==> src/design/oms_pkg.sv <==
/*
  shared constants, types and carriers of the operating mode sequencer.
  assumes a single 10 MHz clock; every count below derives from it.
*/
package oms_pkg;

  ////////////////////////////////////////////////////////////////////////
  // timing
  localparam int unsigned CLK_FREQ_MHZ = 10; // core clock rate
  localparam int unsigned PWRON_MIN_US = 100; // least low time of power-on line
  localparam int unsigned PWRON_MIN_CYC = PWRON_MIN_US * CLK_FREQ_MHZ;
  localparam int unsigned SWITCH_US = 20; // switch-on / wake / switch-off routine
  localparam int unsigned SWITCH_CYC = SWITCH_US * CLK_FREQ_MHZ;
  localparam int unsigned DWELL_US = 50; // least stay in active before sleeping
  localparam int unsigned DWELL_CYC = DWELL_US * CLK_FREQ_MHZ;
  // edrx cycle, in ms, from which deep sleep is allowed (327.68 s)
  localparam logic [31:0] EDRX_DS_MIN_MS = 32'h0005_0000;

  ////////////////////////////////////////////////////////////////////////
  // register byte offsets
  localparam logic [7:0] OFS_CTRL = 8'h00;
  localparam logic [7:0] OFS_IDLE_BASE = 8'h04;
  localparam logic [7:0] OFS_EDRX_CYCLE = 8'h08;
  localparam logic [7:0] OFS_STATUS = 8'h0c;
  localparam logic [7:0] OFS_IRQ_STATUS = 8'h10;
  localparam logic [7:0] OFS_IRQ_ENABLE = 8'h14;
  localparam logic [7:0] OFS_IRQ_CLEAR = 8'h18;
  localparam logic [7:0] OFS_CMD = 8'h1c;

  // reset values
  localparam logic [5:0] CTRL_RST = 6'h00; // low power off by default
  localparam logic [31:0] IDLE_BASE_RST = 32'h0000_03e8;
  localparam logic [31:0] EDRX_CYCLE_RST = 32'h0000_0000;
  localparam logic [3:0] IRQ_RST = 4'h0;

  // control fields
  localparam int unsigned CTRL_LP_EN = 0; // low_power_config_cmd
  localparam int unsigned CTRL_PSM_EN = 1; // psm_setting_cmd
  localparam int unsigned CTRL_EDRX_EN = 2; // edrx_setting_cmd
  localparam int unsigned CTRL_POS_EN = 3; // positioning_enable_cmd
  localparam int unsigned CTRL_LPM_LSB = 4; // 2-bit low power profile
  localparam int unsigned CMD_POWEROFF = 0; // graceful_poweroff_cmd

  // interrupt bits
  localparam int unsigned IRQ_MODE = 0; // any mode change
  localparam int unsigned IRQ_WAKE = 1; // left idle for active or deep sleep for switch-on
  localparam int unsigned IRQ_OFF = 2; // graceful switch-off finished
  localparam int unsigned IRQ_SUPPLY = 3; // supply lost while powered

  ////////////////////////////////////////////////////////////////////////
  // modes as reported on the status output
  typedef enum logic [2:0] {
    ST_NOT_POWERED = 3'b000,
    ST_POWER_OFF = 3'b001,
    ST_DEEP_SLEEP = 3'b010,
    ST_IDLE = 3'b011,
    ST_ACTIVE = 3'b100,
    ST_CONNECTED = 3'b101,
    ST_SWITCH_ON = 3'b110,
    ST_SWITCH_OFF = 3'b111
  } oms_state_e;

  // product variant strap
  typedef enum logic [1:0] {
    VAR_EARLY_SUPPLY = 2'b00, // supply-triggered, no edrx deep sleep
    VAR_SUPPLY = 2'b01, // supply-triggered
    VAR_LINE = 2'b10 // power-on line triggered
  } oms_variant_e;

  // network and concurrent activity indications
  typedef struct packed {
    logic radio_active; // rf rx/tx in progress
    logic psm_allowed; // psm negotiated and timer running
    logic psm_timer_expiry; // periodic update timer expired, pulse
    logic ptw_start; // paging_time_window opens, pulse
    logic ptw_active; // inside paging_time_window
    logic positioning_busy; // positioning job running
  } oms_net_s;

endpackage : oms_pkg

==> src/design/oms_pwron_filter.sv <==
/*
  qualifies the active-low power-on line: one pulse once it has been held
  low for the least valid time. assumes the line is synchronous.
*/
`timescale 1ns/1ps
module oms_pwron_filter
  import oms_pkg::*;
#(
  parameter int unsigned MIN_CYC = PWRON_MIN_CYC
)
(
  input wire logic hclk,
  input wire logic hresetn,
  input wire logic power_on_request_n,
  output logic pulse
);

  logic [15:0] low_cnt; // cycles the line has been low, saturating
  logic fired; // one pulse per low hold

  // count low time, fire once when the least time is reached
  always_ff @(posedge hclk or negedge hresetn)
  begin
    if (!hresetn)
    begin
      low_cnt <= 16'h0000;
      fired <= 1'b0;
      pulse <= 1'b0;
    end
    else if (power_on_request_n)
    begin
      // line back high: rearm
      low_cnt <= 16'h0000;
      fired <= 1'b0;
      pulse <= 1'b0;
    end
    else
    begin
      if (low_cnt != 16'hffff)
        low_cnt <= low_cnt + 16'h0001;
      pulse <= !fired && (low_cnt == 16'(MIN_CYC - 1));
      if (low_cnt == 16'(MIN_CYC - 1))
        fired <= 1'b1;
    end
  end

endmodule : oms_pwron_filter

==> src/design/oms_interval_timer.sv <==
/*
  down counter for the low power idle interval. assumes load and stop are
  never raised in the same cycle; load wins if they are.
*/
`timescale 1ns/1ps
module oms_interval_timer
#(
  parameter int unsigned WIDTH = 32
)
(
  input wire logic hclk,
  input wire logic hresetn,
  input wire logic load,
  input wire logic stop,
  input wire logic [WIDTH-1:0] value,
  output logic expired
);

  logic [WIDTH-1:0] remain; // cycles left
  logic running; // counting

  // load, count down, pulse once at zero
  always_ff @(posedge hclk or negedge hresetn)
  begin
    if (!hresetn)
    begin
      remain <= '0;
      running <= 1'b0;
      expired <= 1'b0;
    end
    else if (load)
    begin
      // a zero load still gives one cycle of sleep
      remain <= (value == '0) ? WIDTH'(1) : value;
      running <= 1'b1;
      expired <= 1'b0;
    end
    else if (stop)
    begin
      running <= 1'b0;
      expired <= 1'b0;
    end
    else
    begin
      expired <= running && (remain == WIDTH'(1));
      if (running)
        remain <= remain - WIDTH'(1);
      if (running && (remain == WIDTH'(1)))
        running <= 1'b0;
    end
  end

endmodule : oms_interval_timer

==> src/design/oms_sequencer.sv <==
/*
  operating mode sequencer top: ahb-lite register slave, mode state machine,
  clock/domain controls and interrupt. assumes one 10 MHz clock, a static
  variant strap and network indications synchronous to hclk.
*/
// Local design decisions: the placing of the registers and the AHB-Lite slave port.
`timescale 1ns/1ps
module oms_sequencer
  import oms_pkg::*;
(
  input wire logic hclk,
  input wire logic hresetn,
  // ahb-lite slave
  input wire logic hsel,
  input wire logic [31:0] haddr,
  input wire logic [1:0] htrans,
  input wire logic hwrite,
  input wire logic [2:0] hsize,
  input wire logic [31:0] hwdata,
  input wire logic hready,
  output logic hreadyout,
  output logic [31:0] hrdata,
  output logic hresp,
  // supply, strap, power-on line and network
  input wire logic supply_valid,
  input wire logic [1:0] variant_sel,
  input wire logic power_on_request_n,
  input wire oms_net_s net,
  // mode and domain controls
  output oms_state_e mode_status,
  output logic rtc_run,
  output logic core_run,
  output logic core_clk_fast,
  output logic if_ready,
  output logic radio_path_en,
  output logic vint_on,
  output logic irq
);

  ////////////////////////////////////////////////////////////////////////
  // declarations
  oms_state_e state; // current mode
  oms_state_e next_state; // mode after this edge
  logic [5:0] ctrl; // low power configuration
  logic [31:0] idle_base; // base idle interval, cycles
  logic [31:0] edrx_cycle; // configured edrx cycle, ms
  logic [3:0] irq_status; // sticky events
  logic [3:0] irq_enable; // event mask
  logic [3:0] irq_event; // events of this cycle
  logic [3:0] irq_clear; // clear strobe from the bus
  logic poweroff_pend; // graceful switch-off requested
  logic poweroff_set; // command write this cycle
  logic deep_edrx; // current deep sleep is edrx, else psm
  logic [15:0] seq_cnt; // routine and dwell counter
  logic wr_pend; // write data phase pending
  logic [7:0] wr_addr; // address of that write
  logic addr_ok; // valid address phase
  logic wr_fire; // write lands this cycle
  logic cmd_ok; // host commands accepted
  logic pwr_pulse; // qualified power-on request
  logic idle_expired; // idle interval over
  logic idle_load; // start idle interval
  logic [31:0] idle_len; // computed interval
  logic lp_en; // low power enabled
  logic pos_busy; // positioning enabled and running
  logic psm_ok; // psm deep sleep possible
  logic edrx_ok; // edrx deep sleep possible
  logic line_variant; // switch-on by power-on line
  logic edrx_variant; // edrx sleep supported
  logic seq_done; // routine finished
  logic dwell_done; // active dwell over

  // true in modes where host commands are taken
  function automatic logic cmd_mode(input oms_state_e s);
    cmd_mode = (s == ST_IDLE) || (s == ST_ACTIVE) || (s == ST_CONNECTED);
  endfunction : cmd_mode

  // true where the interface supply is up
  function automatic logic vint_mode(input oms_state_e s);
    vint_mode = (s != ST_NOT_POWERED) && (s != ST_POWER_OFF) && (s != ST_DEEP_SLEEP);
  endfunction : vint_mode

  ////////////////////////////////////////////////////////////////////////
  // leaves
  oms_pwron_filter #(
    .MIN_CYC(PWRON_MIN_CYC)
  ) u_filter (
    .hclk(hclk),
    .hresetn(hresetn),
    .power_on_request_n(power_on_request_n),
    .pulse(pwr_pulse)
  );

  oms_interval_timer #(
    .WIDTH(32)
  ) u_timer (
    .hclk(hclk),
    .hresetn(hresetn),
    .load(idle_load),
    .stop(state != ST_IDLE),
    .value(idle_len),
    .expired(idle_expired)
  );

  ////////////////////////////////////////////////////////////////////////
  // decode of settings and strap
  // an illegal strap code falls back to the line variant, the safe one
  assign line_variant = (variant_sel != VAR_EARLY_SUPPLY) && (variant_sel != VAR_SUPPLY);
  assign edrx_variant = (variant_sel != VAR_EARLY_SUPPLY);
  assign lp_en = ctrl[CTRL_LP_EN];
  assign pos_busy = ctrl[CTRL_POS_EN] && net.positioning_busy;
  assign psm_ok = lp_en && ctrl[CTRL_PSM_EN] && net.psm_allowed && !pos_busy;
  assign edrx_ok = lp_en && ctrl[CTRL_EDRX_EN] && edrx_variant
                   && (edrx_cycle >= EDRX_DS_MIN_MS) && !net.ptw_active && !pos_busy;
  assign seq_done = (seq_cnt == 16'(SWITCH_CYC - 1));
  assign dwell_done = (seq_cnt >= 16'(DWELL_CYC - 1));
  assign cmd_ok = cmd_mode(state);

  // idle length: profile scales the base, edrx stretches, positioning halves
  always_comb
  begin
    idle_len = idle_base;
    unique case (ctrl[CTRL_LPM_LSB +: 2])
      2'b01: idle_len = {idle_base[30:0], 1'b0};
      2'b10: idle_len = {idle_base[29:0], 2'b00};
      default: idle_len = idle_base;
    endcase
    if (ctrl[CTRL_EDRX_EN] && (edrx_cycle != 32'h0000_0000))
      idle_len = {idle_len[30:0], 1'b0};
    if (pos_busy)
      idle_len = {1'b0, idle_len[31:1]};
  end

  ////////////////////////////////////////////////////////////////////////
  // mode state machine, next mode
  always_comb
  begin
    next_state = state;
    idle_load = 1'b0;
    if (!supply_valid)
      next_state = ST_NOT_POWERED;
    else
    begin
      unique case (state)
        ST_NOT_POWERED:
          next_state = line_variant ? ST_POWER_OFF : ST_SWITCH_ON;
        ST_POWER_OFF:
          if (pwr_pulse)
            next_state = ST_SWITCH_ON;
        ST_SWITCH_ON:
          if (seq_done)
            next_state = ST_ACTIVE;
        ST_ACTIVE:
          if (poweroff_pend)
            next_state = ST_SWITCH_OFF;
          else if (net.radio_active)
            next_state = ST_CONNECTED;
          else if (dwell_done && psm_ok)
            next_state = ST_DEEP_SLEEP;
          else if (dwell_done && edrx_ok)
            next_state = ST_DEEP_SLEEP;
          else if (dwell_done && lp_en)
          begin
            next_state = ST_IDLE;
            idle_load = 1'b1;
          end
        ST_CONNECTED:
          if (poweroff_pend)
            next_state = ST_SWITCH_OFF;
          else if (!net.radio_active)
            next_state = ST_ACTIVE;
        ST_IDLE:
          // any reason to work returns to active; low power off also ends idle
          if (idle_expired || net.radio_active || pwr_pulse || poweroff_pend || !lp_en)
            next_state = ST_ACTIVE;
          else if (psm_ok || edrx_ok)
            next_state = ST_DEEP_SLEEP;
        ST_DEEP_SLEEP:
          // the wake-up routine reuses the switch-on sequence
          if (pwr_pulse || (!deep_edrx && net.psm_timer_expiry)
              || (deep_edrx && net.ptw_start))
            next_state = ST_SWITCH_ON;
        ST_SWITCH_OFF:
          if (seq_done)
            next_state = ST_POWER_OFF;
      endcase
    end
  end

  // mode register; status output is the register itself
  always_ff @(posedge hclk or negedge hresetn)
  begin
    if (!hresetn)
      state <= ST_NOT_POWERED;
    else
      state <= next_state;
  end

  // psm is preferred when both sleeps are possible
  always_ff @(posedge hclk or negedge hresetn)
  begin
    if (!hresetn)
      deep_edrx <= 1'b0;
    else if ((next_state == ST_DEEP_SLEEP) && (state != ST_DEEP_SLEEP))
      deep_edrx <= !psm_ok;
  end

  // routine and dwell counter, restarts on every mode change
  always_ff @(posedge hclk or negedge hresetn)
  begin
    if (!hresetn)
      seq_cnt <= 16'h0000;
    else if (next_state != state)
      seq_cnt <= 16'h0000;
    else if (seq_cnt != 16'hffff)
      seq_cnt <= seq_cnt + 16'h0001;
  end

  ////////////////////////////////////////////////////////////////////////
  // domain controls, registered from the next mode so they move with it
  always_ff @(posedge hclk or negedge hresetn)
  begin
    if (!hresetn)
    begin
      rtc_run <= 1'b0;
      core_run <= 1'b0;
      core_clk_fast <= 1'b0;
      if_ready <= 1'b0;
      radio_path_en <= 1'b0;
      vint_on <= 1'b0;
    end
    else
    begin
      rtc_run <= (next_state != ST_NOT_POWERED) && (next_state != ST_POWER_OFF);
      core_run <= vint_mode(next_state);
      core_clk_fast <= vint_mode(next_state) && (next_state != ST_IDLE);
      if_ready <= (next_state == ST_ACTIVE) || (next_state == ST_CONNECTED);
      radio_path_en <= (next_state == ST_CONNECTED);
      vint_on <= vint_mode(next_state);
    end
  end

  assign mode_status = state;

  ////////////////////////////////////////////////////////////////////////
  // ahb-lite slave: zero wait, always okay
  assign hreadyout = 1'b1;
  assign hresp = 1'b0;
  assign addr_ok = hsel && htrans[1] && hready;
  assign wr_fire = wr_pend;

  // capture write address phase
  always_ff @(posedge hclk or negedge hresetn)
  begin
    if (!hresetn)
    begin
      wr_pend <= 1'b0;
      wr_addr <= 8'h00;
    end
    else
    begin
      wr_pend <= addr_ok && hwrite && (hsize == 3'b010);
      wr_addr <= haddr[7:0];
    end
  end

  // read data sampled at the address phase; unmapped reads give zero
  always_ff @(posedge hclk or negedge hresetn)
  begin
    if (!hresetn)
      hrdata <= 32'h0000_0000;
    else if (addr_ok && !hwrite)
    begin
      unique case (haddr[7:0])
        OFS_CTRL: hrdata <= {26'h0, ctrl};
        OFS_IDLE_BASE: hrdata <= idle_base;
        OFS_EDRX_CYCLE: hrdata <= edrx_cycle;
        OFS_STATUS: hrdata <= {24'h0, poweroff_pend, deep_edrx, variant_sel, 1'b0, state};
        OFS_IRQ_STATUS: hrdata <= {28'h0, irq_status};
        OFS_IRQ_ENABLE: hrdata <= {28'h0, irq_enable};
        default: hrdata <= 32'h0000_0000;
      endcase
    end
  end

  // configuration, taken only in idle, active and connected modes
  always_ff @(posedge hclk or negedge hresetn)
  begin
    if (!hresetn)
    begin
      ctrl <= CTRL_RST;
      idle_base <= IDLE_BASE_RST;
      edrx_cycle <= EDRX_CYCLE_RST;
    end
    else if (wr_fire && cmd_ok)
    begin
      if (wr_addr == OFS_CTRL)
        ctrl <= hwdata[5:0];
      if (wr_addr == OFS_IDLE_BASE)
        idle_base <= hwdata;
      if (wr_addr == OFS_EDRX_CYCLE)
        edrx_cycle <= hwdata;
    end
  end

  // pending graceful switch-off; dropped once it is under way or power goes
  assign poweroff_set = wr_fire && cmd_ok && (wr_addr == OFS_CMD) && hwdata[CMD_POWEROFF];
  always_ff @(posedge hclk or negedge hresetn)
  begin
    if (!hresetn)
      poweroff_pend <= 1'b0;
    else if (poweroff_set)
      poweroff_pend <= 1'b1;
    else if ((state == ST_SWITCH_OFF) || !vint_mode(state))
      poweroff_pend <= 1'b0;
  end

  ////////////////////////////////////////////////////////////////////////
  // interrupts
  assign irq_event[IRQ_MODE] = (next_state != state);
  assign irq_event[IRQ_WAKE] = ((state == ST_DEEP_SLEEP) || (state == ST_IDLE))
                               && (next_state == ST_SWITCH_ON || next_state == ST_ACTIVE);
  assign irq_event[IRQ_OFF] = (state == ST_SWITCH_OFF) && (next_state == ST_POWER_OFF);
  assign irq_event[IRQ_SUPPLY] = (state != ST_NOT_POWERED) && !supply_valid;
  assign irq_clear = (wr_fire && (wr_addr == OFS_IRQ_CLEAR)) ? hwdata[3:0] : 4'h0;

  // mask register
  always_ff @(posedge hclk or negedge hresetn)
  begin
    if (!hresetn)
      irq_enable <= IRQ_RST;
    else if (wr_fire && (wr_addr == OFS_IRQ_ENABLE))
      irq_enable <= hwdata[3:0];
  end

  // sticky status: a new event beats a clear in the same cycle
  always_ff @(posedge hclk or negedge hresetn)
  begin
    if (!hresetn)
      irq_status <= IRQ_RST;
    else
      irq_status <= (irq_status & ~irq_clear) | irq_event;
  end

  assign irq = |(irq_status & irq_enable);

endmodule : oms_sequencer

==> config.mk <==
export PLATFORM = sky130hd
export DESIGN_NAME = oms_sequencer
export DESIGN_NICKNAME = d
export VERILOG_FILES = /design/src/design/oms_pkg.sv /design/src/design/oms_pwron_filter.sv /design/src/design/oms_interval_timer.sv /design/src/design/oms_sequencer.sv
export SDC_FILE = /design/constraint.sdc
export NUM_CORES = 1
export LEC_CHECK = 0
export BUFFER_PORTS_ARGS = -buffer_cell sky130_fd_sc_hd__buf_2
export CAP_MARGIN = 25
export CORE_MARGIN = 10
export CORE_UTILIZATION = 59
export CTS_CLUSTER_SIZE = 8
export DETAILED_ROUTE_END_ITERATION = 12
export GPL_TIMING_DRIVEN = 1
export MAX_ROUTING_LAYER = met4
export PLACE_DENSITY = 0.79
export SYNTH_ARGS = -nofsm -noshare
export SYNTH_HDL_FRONTEND = slang
export SYNTH_SLANG_ARGS = --single-unit
==> constraint.sdc <==
create_clock -name hclk -period 3.5 [get_ports hclk]
set_clock_uncertainty 0.1 [all_clocks]
set_input_delay 0.35 -clock hclk [delete_from_list [all_inputs] [get_ports hclk]]
set_output_delay 0.35 -clock hclk [all_outputs]
set_load 0.01 [all_outputs]
==> After elaboration in Yosys (flattened, before gate mapping) <==
Index checks and enable logic that the tools add are counted.
{ "word_totals": {"register_bits": 197, "wordCells": 195, "out_inout_bits": 44} }
{ "classes": {"bitwise_logic": 4, "n_reduce_logical": 78, "n_mux": 46, "eq_ne": 39, "order_cmp": 2, "addsub": 3} }
{ "op_table": {"columns": ["operator", "n"], "rows": [
  ["$mux W32", 6],
  ["$pmux W32 S6", 1],
  ["$mux W16", 4],
  ["$pmux W32 S2", 1],
  ["$mux W3", 15],
  ["$eq A8 B5 Y1 const B", 5],
  ["$logic_and A1 B1 Y1", 37],
  ["$add A16 B1 Y16 const B", 2],
  ["$eq A32 B1 Y1 const B", 1],
  ["$ge A32 B19 Y1 const B", 1],
  ["$logic_not A32 Y1", 1],
  ["$ne A16 B16 Y1 const B", 2],
  ["$reduce_bool A32 Y1", 1],
  ["$sub A32 B1 Y32 const B", 1],
  ["$eq A8 B4 Y1 const B", 3],
  ["$pmux W3 S8", 1],
  ["$eq A3 B3 Y1 const B", 7],
  ["$mux W1", 17],
  ["$eq A16 B10 Y1 const B", 1],
  ["$eq A16 B8 Y1 const B", 1],
  ["$eq A8 B3 Y1 const B", 2],
  ["$ge A16 B9 Y1 const B", 1],
  ["$logic_not A8 Y1", 2],
  ["$logic_or A1 B1 Y1", 13],
  ["19 further kinds", 46]
]} }

==> Logic depth before layout (Yosys ltp) <==
{ "depth": {"depth_word": 16, "ltp_mapped": 13} }

==> Cells and area by module <==
Synthesis repeated with hierarchy kept, for this count alone.
{ "unflattened": {"hier_cells": 1168, "hier_area_um2": 10979.3} }
{ "by_module_without_submodules": {"columns": ["module", "instances", "cells_each", "area_each_um2"], "rows": [
  ["oms_sequencer", 1, 845, 7941.4],
  ["oms_interval_timer", 1, 219, 2030.7],
  ["oms_pwron_filter", 1, 104, 1007.2]
]} }

==> Least setup slack after synthesis <==
OpenSTA, ideal clock, no wires.
{ "synth_timing": {"path_kind": "register to register", "from": "reg ctrl[4]", "to": "reg u_timer.remain[0]", "path_buffers": 2, "path_stages_with_launch": 13, "arrival_time_ns": 2.587, "setup_time_ns": 0.076, "slack_ns": 0.736, "cell_sequence": "dfrtp_1 -> inv_1 -> ha_1 -> buf_2 -> buf_2 -> nand2_1 -> o21ai_0 -> a2111oi_0 -> nand3_1 -> a2111oi_0 -> nand4_1 -> or4_1 -> o21ai_1"} }
{ "synth_between": {"elab_chain_cells": 7, "word_cells_on_any_way": 8} }
{ "synth_rtl": {"columns": ["element", "line_no", "rtl"], "rows": [
  ["start: declaration", "oms_sequencer.sv:44", "logic [5:0] ctrl;"],
  ["start signal: assignment", "oms_sequencer.sv:298", "ctrl <= hwdata[5:0];"],
  ["$eq A2 B2 Y1 or $eq A2 B1 Y1 (tied branches)", "oms_sequencer.sv:123", "unique case (ctrl[CTRL_LPM_LSB +: 2])"],
  ["$pmux W32 S2 *", "oms_sequencer.sv:123", null],
  ["$mux W32 *", "oms_sequencer.sv:128", "if (ctrl[CTRL_EDRX_EN] && (edrx_cycle != 32'h0000_0000))"],
  ["$mux W32 *", "oms_sequencer.sv:130", "if (pos_busy)"],
  ["$logic_not A32 Y1", "oms_interval_timer.sv:34", "remain <= (value == '0) ? WIDTH'(1) : value;"],
  ["$mux W32 *", "oms_interval_timer.sv:34", null],
  ["$mux W32 *", "oms_interval_timer.sv:31", "else if (load)"],
  ["end signal: assignment", "oms_interval_timer.sv:34", null],
  ["end signal: assignment", "oms_interval_timer.sv:47", "remain <= remain - WIDTH'(1);"],
  ["end: declaration", "oms_interval_timer.sv:19", "logic [WIDTH-1:0] remain;"]
]} }
Mark *: on every way between the ends. The rest lies on a longest branch, timed or not.
A chain may end at the register's enable or synchronous reset.

==> Worst setup path after layout <==
{ "layout_timing": {"from": "reg edrx_cycle[21]", "to": "reg u_timer.remain[0]"} }
{ "layout_between": {"elab_chain_cells": 13, "word_cells_on_any_way": 21} }
{ "layout_rtl": {"columns": ["element", "line_no", "rtl"], "rows": [
  ["start: declaration", "oms_sequencer.sv:46", "logic [31:0] edrx_cycle;"],
  ["start signal: assignment", "oms_sequencer.sv:302", "edrx_cycle <= hwdata;"],
  ["$ge A32 B19 Y1", "oms_sequencer.sv:114", "&& (edrx_cycle >= EDRX_DS_MIN_MS) && !net.ptw_active && !pos_busy;"],
  ["$logic_and A1 B1 Y1 (3 in a row)", "oms_sequencer.sv:114", null],
  ["$logic_and A1 B1 Y1", "oms_sequencer.sv:160", "else if (dwell_done && edrx_ok)"],
  ["$mux W1", "oms_sequencer.sv:160", null],
  ["$mux W1", "oms_sequencer.sv:158", "else if (dwell_done && psm_ok)"],
  ["$mux W1", "oms_sequencer.sv:156", "else if (net.radio_active)"],
  ["$mux W1", "oms_sequencer.sv:154", "if (poweroff_pend)"],
  ["$mux W1", "oms_sequencer.sv:144", "unique case (state)"],
  ["$mux W1", "oms_sequencer.sv:140", "if (!supply_valid)"],
  ["$ne A2 B2 Y1 (no line) or $reduce_bool A2 Y1 (tied branches)", null, null],
  ["$reduce_and A2 Y1 (no line)", null, null]
]} }
Parallel ways exist; a longest one is shown, timed or not.

==> metrics.yaml <==
floorplanning:
  die_y_um: 155
  rows: 49
  initial_core_util: 0.599
  ioPinCount: 128
  dieArea_um2: 24000
  core_um2: 17900
  dieWidth_um: 155
clock_tree:
  htreeDepth: 4
  cts.clk_slew.worst_paths_ps: 80
  clock_latency_ps: 440
  cts_made_buffers: 17
  cts-root-buf: "clkbuf_16"
  cts_tree: "done"
  numClockSinks: 197
  clock_path_buffers: 2
job:
  max-cap-violations: 0
cells_and_area:
  area_delta_synth_final_pct: 13.7
  diodes: 0
  final_layout_size_suffix_gt1_frac: 0.216
  nets: 1284
  final_area_um2: 12200
worst_hold_path:
  hold_class: "input pin to flop"
global_routing:
  grt_pass1_vias: 8718
  grt_max_degree: 90
  grt.overflow.total: 0
  grt_pass1_wl_um: 45400
  grtUsageTotal: 0.238
  antenna_found_initial: 0
critical_path:
  worst_setup_path_end_kind: "flop"
  reg2reg_setup_slack_ps: 280
  start_kind: "flop"
  crit_required_ps: 3770
  worstPathMaxFanout: 20
  cp.arrival_ps: 3490
  path_class: "flop to flop"
yosys:
  synth-edff-count: 0
  yosysWarningCount: 0
  ys_types: 70
  synthArstFlopShare: 1.00
  syn_avg_cell_area_um2: 9.67
  synthesis.area_um2: 10700
  yosysSeqAreaShare: 0.460
  synth_ff_type: "dfrtp_1"
  synth_fp_nets: 1199
  synth_cells: 1109
  ys_ff_latch: 197
routing:
  via_per_inst: 6.18
  avgRoutedWirePerCell_um: 19.3
  dr.pass1.iters: 5
  drc: 0
  ant_nets: 0
  num_vias: 8870
  wl_um: 27700
  drt_iter0_drc: 789
timing:
  finalWorstPathRequiredPeriod_ps: 3220
  rsz0062_at_grt: "no"
  fmax_mhz: 311
  worst_pin_slew_ps: 805
  setup_viol: 0
  tns_ps: 0
  slew_violations: 0
  hold_viol: 0
  finalCritPeriodShare: 0.920
  slew_headroom: 0.463
  hold_ws_ps: 46.4
placed_design:
  placed_cell_area_um2: 11500
  hpwl_um: 19800
  place_congestion: 0.941
  io_buffers: 100
power_and_ir_drop:
  power.leakage_nw: 5.23
  powerDensity_nw_per_um2: 463
  ir_drop_v: 0.000564
status:
  status: "finished clean"
==> synthesized netlist by cell type (all sizes together) (13+ instances only) <==
| master | number | area share |
|---|---|---|
| nand3 | 24 | 0.011 |
| buf | 24 | 0.012 |
| xnor2 | 31 | 0.025 |
| clkbuf | 44 | 0.015 |
| nor3 | 28 | 0.013 |
| xor2 | 22 | 0.018 |
| a21oi | 39 | 0.018 |
| nand2 | 124 | 0.043 |
| nor2 | 108 | 0.038 |
| a221o | 19 | 0.018 |
| inv | 22 | 0.0077 |
| nand4 | 13 | 0.0076 |
| mux2i | 48 | 0.045 |
| a22oi | 43 | 0.030 |
| dfrtp | 191 | 0.45 |
| mux2 | 87 | 0.092 |
| o21ai | 102 | 0.048 |
| nor4 | 21 | 0.014 |
==> cell usage in the layout (no fill, tap or decap), types with 22 or more instances in the layout <==
cell | synthesis | routed
a21oi_1 | 39 | 39
mux2_2 | 85 | 85
buf_4 | 3 | 22
mux2i_1 | 48 | 48
o21ai_0 | 100 | 100
nand2_1 | 124 | 123
nor2_1 | 108 | 108
xnor2_1 | 31 | 31
xor2_1 | 22 | 22
inv_1 | 22 | 22
nand3_1 | 24 | 24
nor3_1 | 28 | 28
buf_2 | 5 | 99
dfrtp_1 | 191 | 191
a22oi_1 | 43 | 43
==> power breakdown <==
part	leakage [nW]	total, mW	switching [mW]	internal (mW)
logic	2.51	1.03	0.645	0.389
registers	2.42	2.51	0.121	2.39
clock network	0.308	2.10	0.964	1.13
==> what timing repair did <==
item / 4_1_cts / 5_1_grt
buffers inserted: 0 / 0
hold buffers: 8 / 0
gates resized for setup: 0 / 1
endpoints found under the setup margin: 0 / 1
hold endpoints to repair: 90 / 0
==> routing by layer <==
metal,GRT usage,vias to the layer above,share of wire
li1,-,4177,-
met1,0.318,4309,0.45
met2,0.364,348,0.47
met3,0.0516,36,0.066
met4,0.0526,0,0.011
met5,-,-,0
==> cell type report <==
class | count | area (µm²)
fillers | 1403 | 5710
multi-input cells | 822 | 5410
flip-flops and latches | 197 | 4940
repair buffers | 134 | 835
clock buffers | 19 | 453
well taps | 229 | 287
clock inverters | 13 | 185
inverters | 22 | 82.6
==> final timing paths <==
path / depth (start not counted) / endpoint / from
max reg2reg: 9 / u_timer.remain[0] / edrx_cycle[21]
min in group asynchronous: 2 / seq_cnt[0] / hresetn
min: 2 / idle_base[10] / hwdata[10]
max in group asynchronous: 3 / idle_base[6] / hresetn
min reg2reg: 1 / u_filter.pulse / u_filter.fired
max: 9 / u_timer.remain[0] / edrx_cycle[21]
==> metrics by stage <==
step            util  instances  power (mW)  worst slack, ps
2_1_floorplan      -       1109        3.21              736
3_3_place_gp   0.641       1396        3.54              397
3_5_place_dp   0.641       1396        3.56              305
4_1_cts        0.681       1436        5.64              258
5_1_grt        0.681       1436        5.89             98.0
6_report       0.681       1436        5.64              282
==> logic make-up (layout without fill, tap and decap cells) <==
group / count (synthesis) / after routing / synth area share
buffers and inverters: 90 / 188 / 0.0352
adders and majority gates: 6 / 6 / 0.00700
other: 2 / 2 / 0.000700
AOI/OAI and AO/OA: 252 / 252 / 0.151
and+or+nand+nor: 374 / 374 / 0.166
muxes: 135 / 135 / 0.137
xor gates and xnor gates: 53 / 53 / 0.0433
DFF: 197 / 197 / 0.460
==> critical path, stage by stage, from the launching register on <==
cell and delay [ps]:
dfrtp_1 400, nor3_1 330, nand4_1 300, o31a_2 580
buf_12 220, mux2i_1 180, a211oi_1 270, o2111ai_1 140
or4_1 490, o21ai_1 120
==> state kept, by name, summed over array words and instances, names as in the netlist, 3 cells and up <==
register,flops
u_filter.low_cnt,16
irq_enable,4
irq_status,4
hrdata,32
u_timer.remain,32
idle_base,32
mode_status,3
wr_addr,8
ctrl,6
seq_cnt,16
edrx_cycle,32
(Power assumes the default switching activity.)
